File: config.mk
export PLATFORM = sky130hd
export DESIGN_NAME = exp_ds_sequencer
export DESIGN_NICKNAME = d
export VERILOG_FILES = /design/src/verilog/exp_ds_pkg.sv /design/src/verilog/exp_phase_counter.sv /design/src/verilog/exp_ds_sequencer.sv
export SDC_FILE = /design/constraint.sdc
export NUM_CORES = 1
export LEC_CHECK = 0
export BUFFER_PORTS_ARGS = -buffer_cell sky130_fd_sc_hd__buf_2
export CAP_MARGIN = 15
export CORE_MARGIN = 3
export CORE_UTILIZATION = 40
export CTS_BUF_LIST = sky130_fd_sc_hd__clkbuf_16
export CTS_CLUSTER_DIAMETER = 150
export CTS_CLUSTER_SIZE = 40
export DETAILED_ROUTE_END_ITERATION = 7
export GPL_ROUTABILITY_DRIVEN = 0
export GPL_TIMING_DRIVEN = 1
export PLACE_DENSITY = 0.77
export SETUP_SLACK_MARGIN = 0.15
export SLEW_MARGIN = 20
export SYNTH_ARGS = -nofsm -noshare
export SYNTH_HDL_FRONTEND = slang
export SYNTH_HIERARCHICAL = 1
export SYNTH_SLANG_ARGS = --single-unit
File: constraint.sdc
create_clock -name mclk -period 3.1 [get_ports mclk]
set_clock_uncertainty 0.2 [all_clocks]
set_input_delay 0.31 -clock mclk [delete_from_list [all_inputs] [get_ports mclk]]
set_output_delay 0.31 -clock mclk [all_outputs]
set_load 0.01 [all_outputs]
File: src/verilog/exp_ds_pkg.sv
package exp_ds_pkg;

    // Phase length field widths and phase counter width
    localparam int SHORT_LEN_W = 2;
    localparam int LONG_LEN_W = 4;
    localparam int CNT_W = 4;

    // Fixed address hold after latch pulse, as a counter load; value n means n+1 cycles
    localparam logic [CNT_W-1:0] ADDR_HOLD_AFTER_LATCH = 4'h0;
    localparam logic [CNT_W-1:0] CNT_ZERO = 4'h0;

    // Reset values of the phase settings
    localparam logic [SHORT_LEN_W-1:0] ADDR_PHASE_RST = 2'h0;
    localparam logic [SHORT_LEN_W-1:0] SETUP_PHASE_RST = 2'h0;
    localparam logic [LONG_LEN_W-1:0] STROBE_PHASE_RST = 4'h0;
    localparam logic [SHORT_LEN_W-1:0] HOLD_PHASE_RST = 2'h0;
    localparam logic [LONG_LEN_W-1:0] RECOVERY_PHASE_RST = 4'h0;

    // Programmed phase lengths; field value n means n+1 cycles
    typedef struct packed {
        logic [SHORT_LEN_W-1:0] addr_phase_len;
        logic [SHORT_LEN_W-1:0] setup_phase_len;
        logic [LONG_LEN_W-1:0] strobe_phase_len;
        logic [SHORT_LEN_W-1:0] hold_phase_len;
        logic [LONG_LEN_W-1:0] recovery_phase_len;
    } phase_cfg_t;

    // Sequencer states, Gray coded along the multiplexed access path from ST_IDLE to ST_RECOVER
    typedef enum logic [2:0] {
        ST_IDLE = 3'h0,
        ST_ADDR = 3'h1,
        ST_LATCH_HOLD = 3'h3,
        ST_SETUP = 3'h2,
        ST_STROBE = 3'h6,
        ST_HOLD = 3'h7,
        ST_RECOVER = 3'h5
    } seq_state_t;

endpackage : exp_ds_pkg

File: src/verilog/exp_phase_counter.sv
`timescale 1ns/1ps
module exp_phase_counter
    import exp_ds_pkg::*;
(
    // Clock and reset
    input wire logic mclk,
    input wire logic rst,
    // Control
    input wire logic load,
    input wire logic [CNT_W-1:0] load_value,
    // Status
    output logic last
);

    logic [CNT_W-1:0] count;
    logic [CNT_W-1:0] next_count;

    always_comb
    begin
        if (load)
        begin
            next_count = load_value;
        end
        else if (count != CNT_ZERO)
        begin
            next_count = count - 4'h1;
        end
        else
        begin
            next_count = count;
        end
    end

    always_ff @(posedge mclk or posedge rst)
    begin
        if (rst)
        begin
            count <= CNT_ZERO;
        end
        else
        begin
            count <= next_count;
        end
    end

    assign last = (count == CNT_ZERO);

endmodule : exp_phase_counter

File: src/verilog/exp_ds_sequencer.sv
`timescale 1ns/1ps
module exp_ds_sequencer
    import exp_ds_pkg::*;
#(
    parameter int ADDR_W = 24,
    parameter int DATA_W = 16
)
(
    // Clock and reset
    input wire logic mclk,
    input wire logic rst,
    // Configuration
    input wire logic multiplexed,
    input wire phase_cfg_t phase_cfg,
    // Internal request side
    input wire logic req_valid,
    input wire logic req_write,
    input wire logic [ADDR_W-1:0] req_addr,
    input wire logic [DATA_W-1:0] req_wdata,
    output logic req_ready,
    output logic rsp_valid,
    output logic [DATA_W-1:0] rsp_rdata,
    output logic busy,
    // Expansion bus pins
    output logic addr_latch_pulse,
    output logic chip_select_n,
    output logic data_strobe_n,
    output logic read_write,
    output logic [ADDR_W-1:0] bus_addr,
    output logic [DATA_W-1:0] bus_data_out,
    output logic bus_data_oe_n,
    input wire logic [DATA_W-1:0] bus_data_in
);

    seq_state_t state;
    seq_state_t next_state;
    logic cnt_load;
    logic [CNT_W-1:0] cnt_value;
    logic cnt_last;
    logic [DATA_W-1:0] data_sync1;
    logic [DATA_W-1:0] data_sync2;

    logic next_req_ready;
    logic next_rsp_valid;
    logic [DATA_W-1:0] next_rsp_rdata;
    logic next_busy;
    logic next_addr_latch_pulse;
    logic next_chip_select_n;
    logic next_data_strobe_n;
    logic next_read_write;
    logic [ADDR_W-1:0] next_bus_addr;
    logic [DATA_W-1:0] next_bus_data_out;
    logic next_bus_data_oe_n;
    logic mux_mode;
    logic next_mux_mode;

    function automatic logic [CNT_W-1:0] short_len(input logic [SHORT_LEN_W-1:0] f);
        short_len = {{(CNT_W-SHORT_LEN_W){1'b0}}, f};
    endfunction : short_len

    // Counter load for the phase being entered
    function automatic logic [CNT_W-1:0] entry_len(
        input seq_state_t s,
        input phase_cfg_t c
    );
        unique case (s)
            ST_IDLE:
            begin
                entry_len = CNT_ZERO;
            end
            ST_ADDR:
            begin
                entry_len = short_len(c.addr_phase_len);
            end
            ST_LATCH_HOLD:
            begin
                entry_len = ADDR_HOLD_AFTER_LATCH;
            end
            ST_SETUP:
            begin
                entry_len = short_len(c.setup_phase_len);
            end
            ST_STROBE:
            begin
                entry_len = c.strobe_phase_len;
            end
            ST_HOLD:
            begin
                entry_len = short_len(c.hold_phase_len);
            end
            ST_RECOVER:
            begin
                entry_len = c.recovery_phase_len;
            end
            default:
            begin
                entry_len = CNT_ZERO;
            end
        endcase
    endfunction : entry_len

    // Phase length loaded on each phase change except the return to ST_IDLE
    always_comb
    begin
        cnt_value = entry_len(next_state, phase_cfg);
    end

    // Phase timer in bus clock periods
    exp_phase_counter exp_phase_counter_i (
        .mclk(mclk),
        .rst(rst),
        .load(cnt_load),
        .load_value(cnt_value),
        .last(cnt_last)
    );

    // Read data pin synchroniser
    always_ff @(posedge mclk or posedge rst)
    begin
        if (rst)
        begin
            data_sync1 <= '0;
            data_sync2 <= '0;
        end
        else
        begin
            data_sync1 <= bus_data_in;
            data_sync2 <= data_sync1;
        end
    end

    // Sequencer next state and outputs
    always_comb
    begin
        next_state = state;
        cnt_load = 1'b0;
        next_req_ready = 1'b0;
        next_rsp_valid = 1'b0;
        next_rsp_rdata = rsp_rdata;
        next_busy = 1'b1;
        next_addr_latch_pulse = 1'b0;
        next_chip_select_n = chip_select_n;
        next_data_strobe_n = 1'b1;
        next_read_write = read_write;
        next_bus_addr = bus_addr;
        next_bus_data_out = bus_data_out;
        next_bus_data_oe_n = bus_data_oe_n;
        next_mux_mode = mux_mode;
        unique case (state)
            ST_IDLE:
            begin
                next_busy = 1'b0;
                next_chip_select_n = 1'b1;
                next_bus_data_oe_n = 1'b1;
                next_req_ready = 1'b1;
                if (req_valid && req_ready)
                begin
                    next_state = ST_ADDR;
                    next_busy = 1'b1;
                    next_req_ready = 1'b0;
                    next_mux_mode = multiplexed;
                    next_read_write = req_write;
                    next_bus_addr = req_addr;
                    next_bus_data_out = req_wdata;
                    next_addr_latch_pulse = multiplexed;
                    cnt_load = 1'b1;
                end
            end
            ST_ADDR:
            begin
                next_addr_latch_pulse = mux_mode;
                if (cnt_last)
                begin
                    next_addr_latch_pulse = 1'b0;
                    cnt_load = 1'b1;
                    if (mux_mode)
                    begin
                        next_state = ST_LATCH_HOLD;
                    end
                    else
                    begin
                        next_state = ST_SETUP;
                        next_chip_select_n = 1'b0;
                        next_bus_data_oe_n = ~read_write;
                    end
                end
            end
            ST_LATCH_HOLD:
            begin
                if (cnt_last)
                begin
                    next_state = ST_SETUP;
                    next_chip_select_n = 1'b0;
                    next_bus_data_oe_n = ~read_write;
                    cnt_load = 1'b1;
                end
            end
            ST_SETUP:
            begin
                if (cnt_last)
                begin
                    next_state = ST_STROBE;
                    next_data_strobe_n = 1'b0;
                    cnt_load = 1'b1;
                end
            end
            ST_STROBE:
            begin
                next_data_strobe_n = 1'b0;
                if (cnt_last)
                begin
                    next_data_strobe_n = 1'b1;
                    next_state = ST_HOLD;
                    if (!read_write)
                    begin
                        next_rsp_rdata = data_sync2;
                    end
                    cnt_load = 1'b1;
                end
            end
            ST_HOLD:
            begin
                if (cnt_last)
                begin
                    next_state = ST_RECOVER;
                    next_chip_select_n = 1'b1;
                    next_bus_data_oe_n = 1'b1;
                    next_rsp_valid = 1'b1;
                    cnt_load = 1'b1;
                end
            end
            ST_RECOVER:
            begin
                if (cnt_last)
                begin
                    next_state = ST_IDLE;
                    next_busy = 1'b0;
                    next_req_ready = 1'b1;
                end
            end
            default:
            begin
                next_state = ST_IDLE;
                next_chip_select_n = 1'b1;
                next_bus_data_oe_n = 1'b1;
            end
        endcase
    end

    always_ff @(posedge mclk or posedge rst)
    begin
        if (rst)
        begin
            state <= ST_IDLE;
            req_ready <= 1'b0;
            rsp_valid <= 1'b0;
            rsp_rdata <= '0;
            busy <= 1'b0;
            addr_latch_pulse <= 1'b0;
            chip_select_n <= 1'b1;
            data_strobe_n <= 1'b1;
            read_write <= 1'b0;
            bus_addr <= '0;
            bus_data_out <= '0;
            bus_data_oe_n <= 1'b1;
            mux_mode <= 1'b0;
        end
        else
        begin
            state <= next_state;
            req_ready <= next_req_ready;
            rsp_valid <= next_rsp_valid;
            rsp_rdata <= next_rsp_rdata;
            busy <= next_busy;
            addr_latch_pulse <= next_addr_latch_pulse;
            chip_select_n <= next_chip_select_n;
            data_strobe_n <= next_data_strobe_n;
            read_write <= next_read_write;
            bus_addr <= next_bus_addr;
            bus_data_out <= next_bus_data_out;
            bus_data_oe_n <= next_bus_data_oe_n;
            mux_mode <= next_mux_mode;
        end
    end

endmodule : exp_ds_sequencer

======== After elaboration in Yosys (flattened, before gate mapping) ========
Index checks and enable logic that the tools add are counted.
cells by class
  bitwise logic cells ..................... 2
  reductions and logical operators ........ 10
  multiplexer cells ....................... 33
  $add $sub $neg .......................... 1
  eq/ne operators ......................... 15
operator list
  operator                                                               count
  3-bit two-way mux                                                      7
  3-bit case mux with 7 select lines                                     1
  4-bit case mux with 5 select lines                                     1
  3-bit equality test, second input constant                             6
  1-bit two-way mux                                                      15
  1-bit case mux with 2 select lines                                     5
  3-bit by 2-bit equality test with 1-bit output, second input constant  3
  4-bit two-way mux                                                      2
  2-bit inequality test, second input constant                           4
  1-bit case mux with 4 select lines                                     2
  3-bit by 1-bit equality test with 1-bit output, second input constant  2
  5-bit AND reduction                                                    1
  5-bit OR reduction                                                     1
  4-bit zero test                                                        1
  4-bit nonzero test                                                     1
  4-bit by 1-bit subtractor with 4-bit output, second input constant     1
  3-bit zero test                                                        1
  3-bit AND reduction                                                    1
  3-bit OR reduction                                                     1
  1-bit NOT                                                              2
  2-bit AND reduction                                                    1
  2-bit nonzero test                                                     1
  1-bit logical AND                                                      1
storage, ports and cells
  bits of input ports ..................... 75
  register bits after elaboration ......... 104
  logic and storage cells ................. 77
  output and inout bits ................... 64

======== Depth between registers and ports, before layout ========
  word-level depth ........................ 6
  mapped depth ............................ 10
  mapped depth without buffers ............ 9

======== Hierarchy ========
Netlist, hierarchy kept.
modules (own cells, without submodules)
  module             sequential area each (um^2)  area each (um^2)  times used  cells each
  exp_ds_sequencer   2506.2                       3687.3            1           242
  exp_phase_counter  100.1                        236.5             1           23

======== Worst setup path after synthesis ========
No wires, ideal clock.
  path kind ............................... reg2reg
  start ................................... reg exp_phase_counter_i.count[0]
  end ..................................... reg exp_phase_counter_i.count[3]
  arrival ................................. 2091 ps
  required time ........................... 2774 ps
  setup slack ............................. 683 ps
  buffers on the path ..................... 3
  library setup time ...................... 126 ps
  clock period less this slack ............ 2417 ps
  cell stages (with the launch flop) ...... 11
  path through ............................ dfrtp_1 inv_1 ha_1 nor3b_4 buf_2 clkbuf_1 o21ai_0 nand2b_1 clkbuf_1 nor3_1 a221o_1
on the way
  elaborated cells on any way between the ends .. 21
  classes of those cells .................. add/sub (1); eq/ne (5); mux (12); reduce/logical (3)
RTL lines
  element                                                         line                     source
  start, declared                                                 exp_phase_counter.sv:15  logic [CNT_W-1:0] count;
  start signal, assigned                                          exp_phase_counter.sv:42  count <= next_count;
  4-bit zero test (*)                                             exp_phase_counter.sv:46  assign last = (count == CNT_ZERO);
  via cnt_last                                                    exp_ds_sequencer.sv:39   logic cnt_last;
  1-bit two-way mux (*)                                           n/a
  1-bit case mux with 2 select lines (*)                          exp_ds_sequencer.sv:149  unique case (state)
  via cnt_load                                                    exp_ds_sequencer.sv:37   logic cnt_load;
  4-bit two-way mux / 2-bit nonzero test (equally long branches)  n/a
The timed path passes the listed nets; every way through them passes the cells marked *. The select of a mux whose other input is x is not followed.
A chain may end at the register's enable or synchronous reset.

======== Final worst setup path ========
  start ................................... reg exp_phase_counter_i.count[0]
  end ..................................... reg rsp_rdata[15]
on the way
  longest elaborated chain between the ends .. 2
ends and longest elaborated chain
  element                               line                     source
  4-bit zero test                       exp_phase_counter.sv:46
  via cnt_last                          exp_ds_sequencer.sv:39
  3-bit AND reduction (no source line)  n/a
  end signal, assigned                  exp_ds_sequencer.sv:273  rsp_rdata <= next_rsp_rdata;
  end, declared                         exp_ds_sequencer.sv:22   output logic [DATA_W-1:0] rsp_rdata,
The timed path passes the listed nets, and every way through them passes these cells.

==> results.json <==
{
  "hpwl_um": 5770,
  "yosysWarningCount": 6,
  "p_int_mw": 3.17,
  "cp_num_buf_inv": 3,
  "setup_tns_ns": 0,
  "p_switching_mw": 1.57,
  "gr-usage-all-layers_pct": 15.9,
  "synth_top_family_by_area": "multiplexers",
  "crit_type": "reg2reg",
  "relSlewSlack_pct": 47.8,
  "min_period_ns": 2.45,
  "synth_largest_area_cell": "dfrtp_1",
  "clkSlewWorstSetupHoldPaths_ns": 0.07,
  "grt_pass1_wl_um": 14100,
  "fill_cells": 810,
  "synth_xor_xnor_area_share_pct": 0.446,
  "vias_per_cell": 4.77,
  "finalWirelength_um": 8640,
  "hold_viol_final": 0,
  "dp.cells": 524,
  "finalPower_mw": 4.74,
  "netlist_area_mm2": 0.00392,
  "drtPass1Iterations": 4,
  "start_util_pct": 41.9,
  "setup_viol": 0,
  "synth_cell_types": 38,
  "p_clk_share_pct": 22.1,
  "clk_latency_ns": 0.33,
  "seq_power_share_pct": 44.4,
  "p_sw_share_pct": 33.1,
  "synth_compound_area_share_pct": 4.97,
  "antenna_found_initial": 0,
  "cts_tree": "built",
  "grt_pass1_vias": 3011,
  "cap_violations": 0,
  "final_cells": 584,
  "drc": 0,
  "critical_path_arrival_ns": 2.47,
  "cts_max_path_buffers": 2,
  "grt_max_degree": 45,
  "cpMaxStageDelayCell": "dfrtp_1",
  "htree_levels": 3,
  "port_buffers": 138,
  "cp_slowest_stage_delay_ns": 0.38,
  "power.leakage_nw": 2.65,
  "pwr-share-comb_pct": 33.4,
  "peakVddDrop_mv": 0.366,
  "cts_made_buffers": 9,
  "areaGrowthSynthToFinish_pct": 38.6,
  "overflow": 0,
  "status": "finished clean",
  "ios": 139,
  "drt_iter0_drc": 101,
  "max_freq_ghz": 0.407,
  "critPathMostFrequentCell": "buf_4",
  "ant_nets": 0,
  "core_area_mm2": 0.00937,
  "via_count": 2784,
  "end_kind": "flop",
  "fin_crit_sh_pct": 79.2,
  "synth_fp_nets": 341,
  "yosysSeqAreaShare_pct": 66.4,
  "crit_family": "buffers and inverters",
  "p_per_area_mw_per_mm2": 871,
  "avgSynthCellArea_um2": 14.8,
  "synth_fa_ha_area_share_pct": 0.319,
  "rsz0062_at_grt": "no",
  "syn_inst": 265,
  "required_ns": 3.12,
  "synthSimpleGateAreaFrac_pct": 6.63,
  "die_w_um": 105,
  "wl_per_cell_um": 14.8,
  "crit_chain": "inv_1, ha_1, nor3b_4, buf_4, nand2_1, nor3_4, buf_4, mux2_2",
  "muxShareOfSynthArea_pct": 18.0,
  "tightest_slew_ns": 0.782,
  "ys_seq_elements": 104,
  "critPathLaunchType": "flop",
  "cp_max_fo": 19,
  "diodes": 0,
  "cts-resized-gates": 0,
  "drive_gt1_share_pct": 47.5,
  "synth_area_leaders": "dfrtp_1, mux2_2, mux2_1",
  "row_count": 35,
  "fp.dieH_um": 105,
  "numClockSinks": 104,
  "synth_top_area_share_pct": 64.4,
  "final_max_slew_viol_count": 0,
  "min_path_type": "in2reg",
  "nets": 526,
  "die_area_mm2": 0.0110,
  "cts_root_buf": "clkbuf_16"
}
synthesized netlist by cell type:
master,count
dfrtp_1,101
mux2_2,51
nand2_1,13
o21ai_0,10
inv_1,9
mux2_1,8
nor2_1,8
buf_6,5
nand3_1,5
and3_1,4
clkbuf_1,4
mux2i_1,4
a22oi_1,3
a32oi_1,3
buf_2,3
dfstp_2,3
nor2b_1,3
nor3_1,3
a22o_1,2
nand2b_1,2
nand3b_1,2
o31ai_1,2
xnor2_1,2
a21boi_0,1
a21oi_1,1
a221o_1,1
a311o_1,1
and2_0,1
buf_4,1
ha_1,1
nor3_4,1
nor3b_1,1
nor3b_4,1
nor4_4,1
o21bai_1,1
o22a_1,1
o22ai_1,1
o32ai_1,1
cell families after synthesis:
| logic type | after synthesis |
|---|---|
| simple gates | 45 |
| buf+inv | 22 |
| compound gates | 28 |
| xor+xnor | 2 |
| flops | 104 |
| fa+ha+maj | 1 |
| mux | 63 |
per-layer routing:
| metal | GRT usage (%) | part of all wire [%] |
|---|---|---|
| met5 | 0 | 0 |
| met4 | 4.22 | 1.0 |
| met3 | 5.06 | 6.0 |
| met2 | 28.4 | 53 |
| met1 | 18.2 | 40 |
power groups by stage:
stage | Combinational, mW | Clock, mW | Sequential (mW)
3_3_place_gp | 1.50 | 0 | 2.10
5_1_grt | 1.73 | 1.13 | 2.18
4_1_cts | 1.59 | 1.08 | 2.11
3_5_place_dp | 1.55 | 0 | 2.13
2_1_floorplan | 0.855 | 0 | 2.25
6_report | 1.58 | 1.05 | 2.10
per-stage QoR:
stage | utilization (%) | hold slack, ns | setup WS (ns) | instance area, µm²
after detailed placement | 50.4 | 0.0292 | 0.631 | 4720
after global placement | 50.4 | 0.0233 | 0.719 | 4720
after global routing | 58.1 | 0.00124 | 0.464 | 5440
after floorplan | - | -0.124 | 0.683 | 3930
final | 58.1 | 0.0134 | 0.646 | 5440
after CTS | 57.8 | 0.00126 | 0.612 | 5420
cell type report:
class,count,area (µm²),share of cell area (%)
Sequential cell,104,2610,47.9
Multi-Input combinational cell,139,1190,21.9
Timing Repair Buffer,187,1170,21.5
Clock buffer,9,225,4.14
Tap cell,129,161,2.97
Clock inverter,7,51.3,0.943
Inverter,9,37.5,0.690
sequential cells by signal (all words and copies together), names as in the netlist:
signal / count
bus_addr: 24
busy: 1
req_ready: 1
bus_data_out: 16
exp_phase_counter_i/count: 4
rsp_rdata: 16
rsp_valid: 1
mux_mode: 1
read_write: 1
chip_select_n: 1
data_sync2: 16
addr_latch_pulse: 1
bus_data_oe_n: 1
data_strobe_n: 1
state: 3
data_sync1: 16
placed cells by master (no fill, tap or decap), types with 2 or more instances in the layout:
cell	count
nand2_1	13
xnor2_1	2
mux2_2	51
clkinv_2	2
a22oi_1	3
nor3_1	3
buf_4	5
clkbuf_16	9
mux2i_1	4
inv_1	8
nand3_1	5
a32oi_1	3
o21ai_0	10
buf_2	138
nor2_1	8
dlygate4sd3_1	44
dfstp_2	3
inv_6	3
and3_1	4
o31ai_1	2
nor2b_1	3
mux2_1	8
nand2b_1	2
dfrtp_1	101
a22o_1	2
nand3b_1	2
path summary, 6_finish.rpt:
kind / startpoint / endpoint / slack [ns] / depth (start not counted)
min in group asynchronous: rst / exp_phase_counter_i/count[3] / 0.23 / 3
max in group asynchronous: rst / bus_data_out[3] / 1.35 / 4
min reg2reg: data_sync1[14] / data_sync2[14] / 0.15 / 0
min: req_addr[4] / bus_addr[4] / 0.01 / 2
max reg2reg: exp_phase_counter_i/count[0] / rsp_rdata[15] / 0.65 / 8
max: exp_phase_counter_i/count[0] / rsp_rdata[15] / 0.65 / 8
timing repair:
item | CTS | global route
hold buffers | 42 | 2
buffers inserted | 0 | 0
endpoints found under the hold margin | 76 | 2
setup endpoints to repair | 0 | 0
Note: power is estimated with default switching activity, not from simulation.
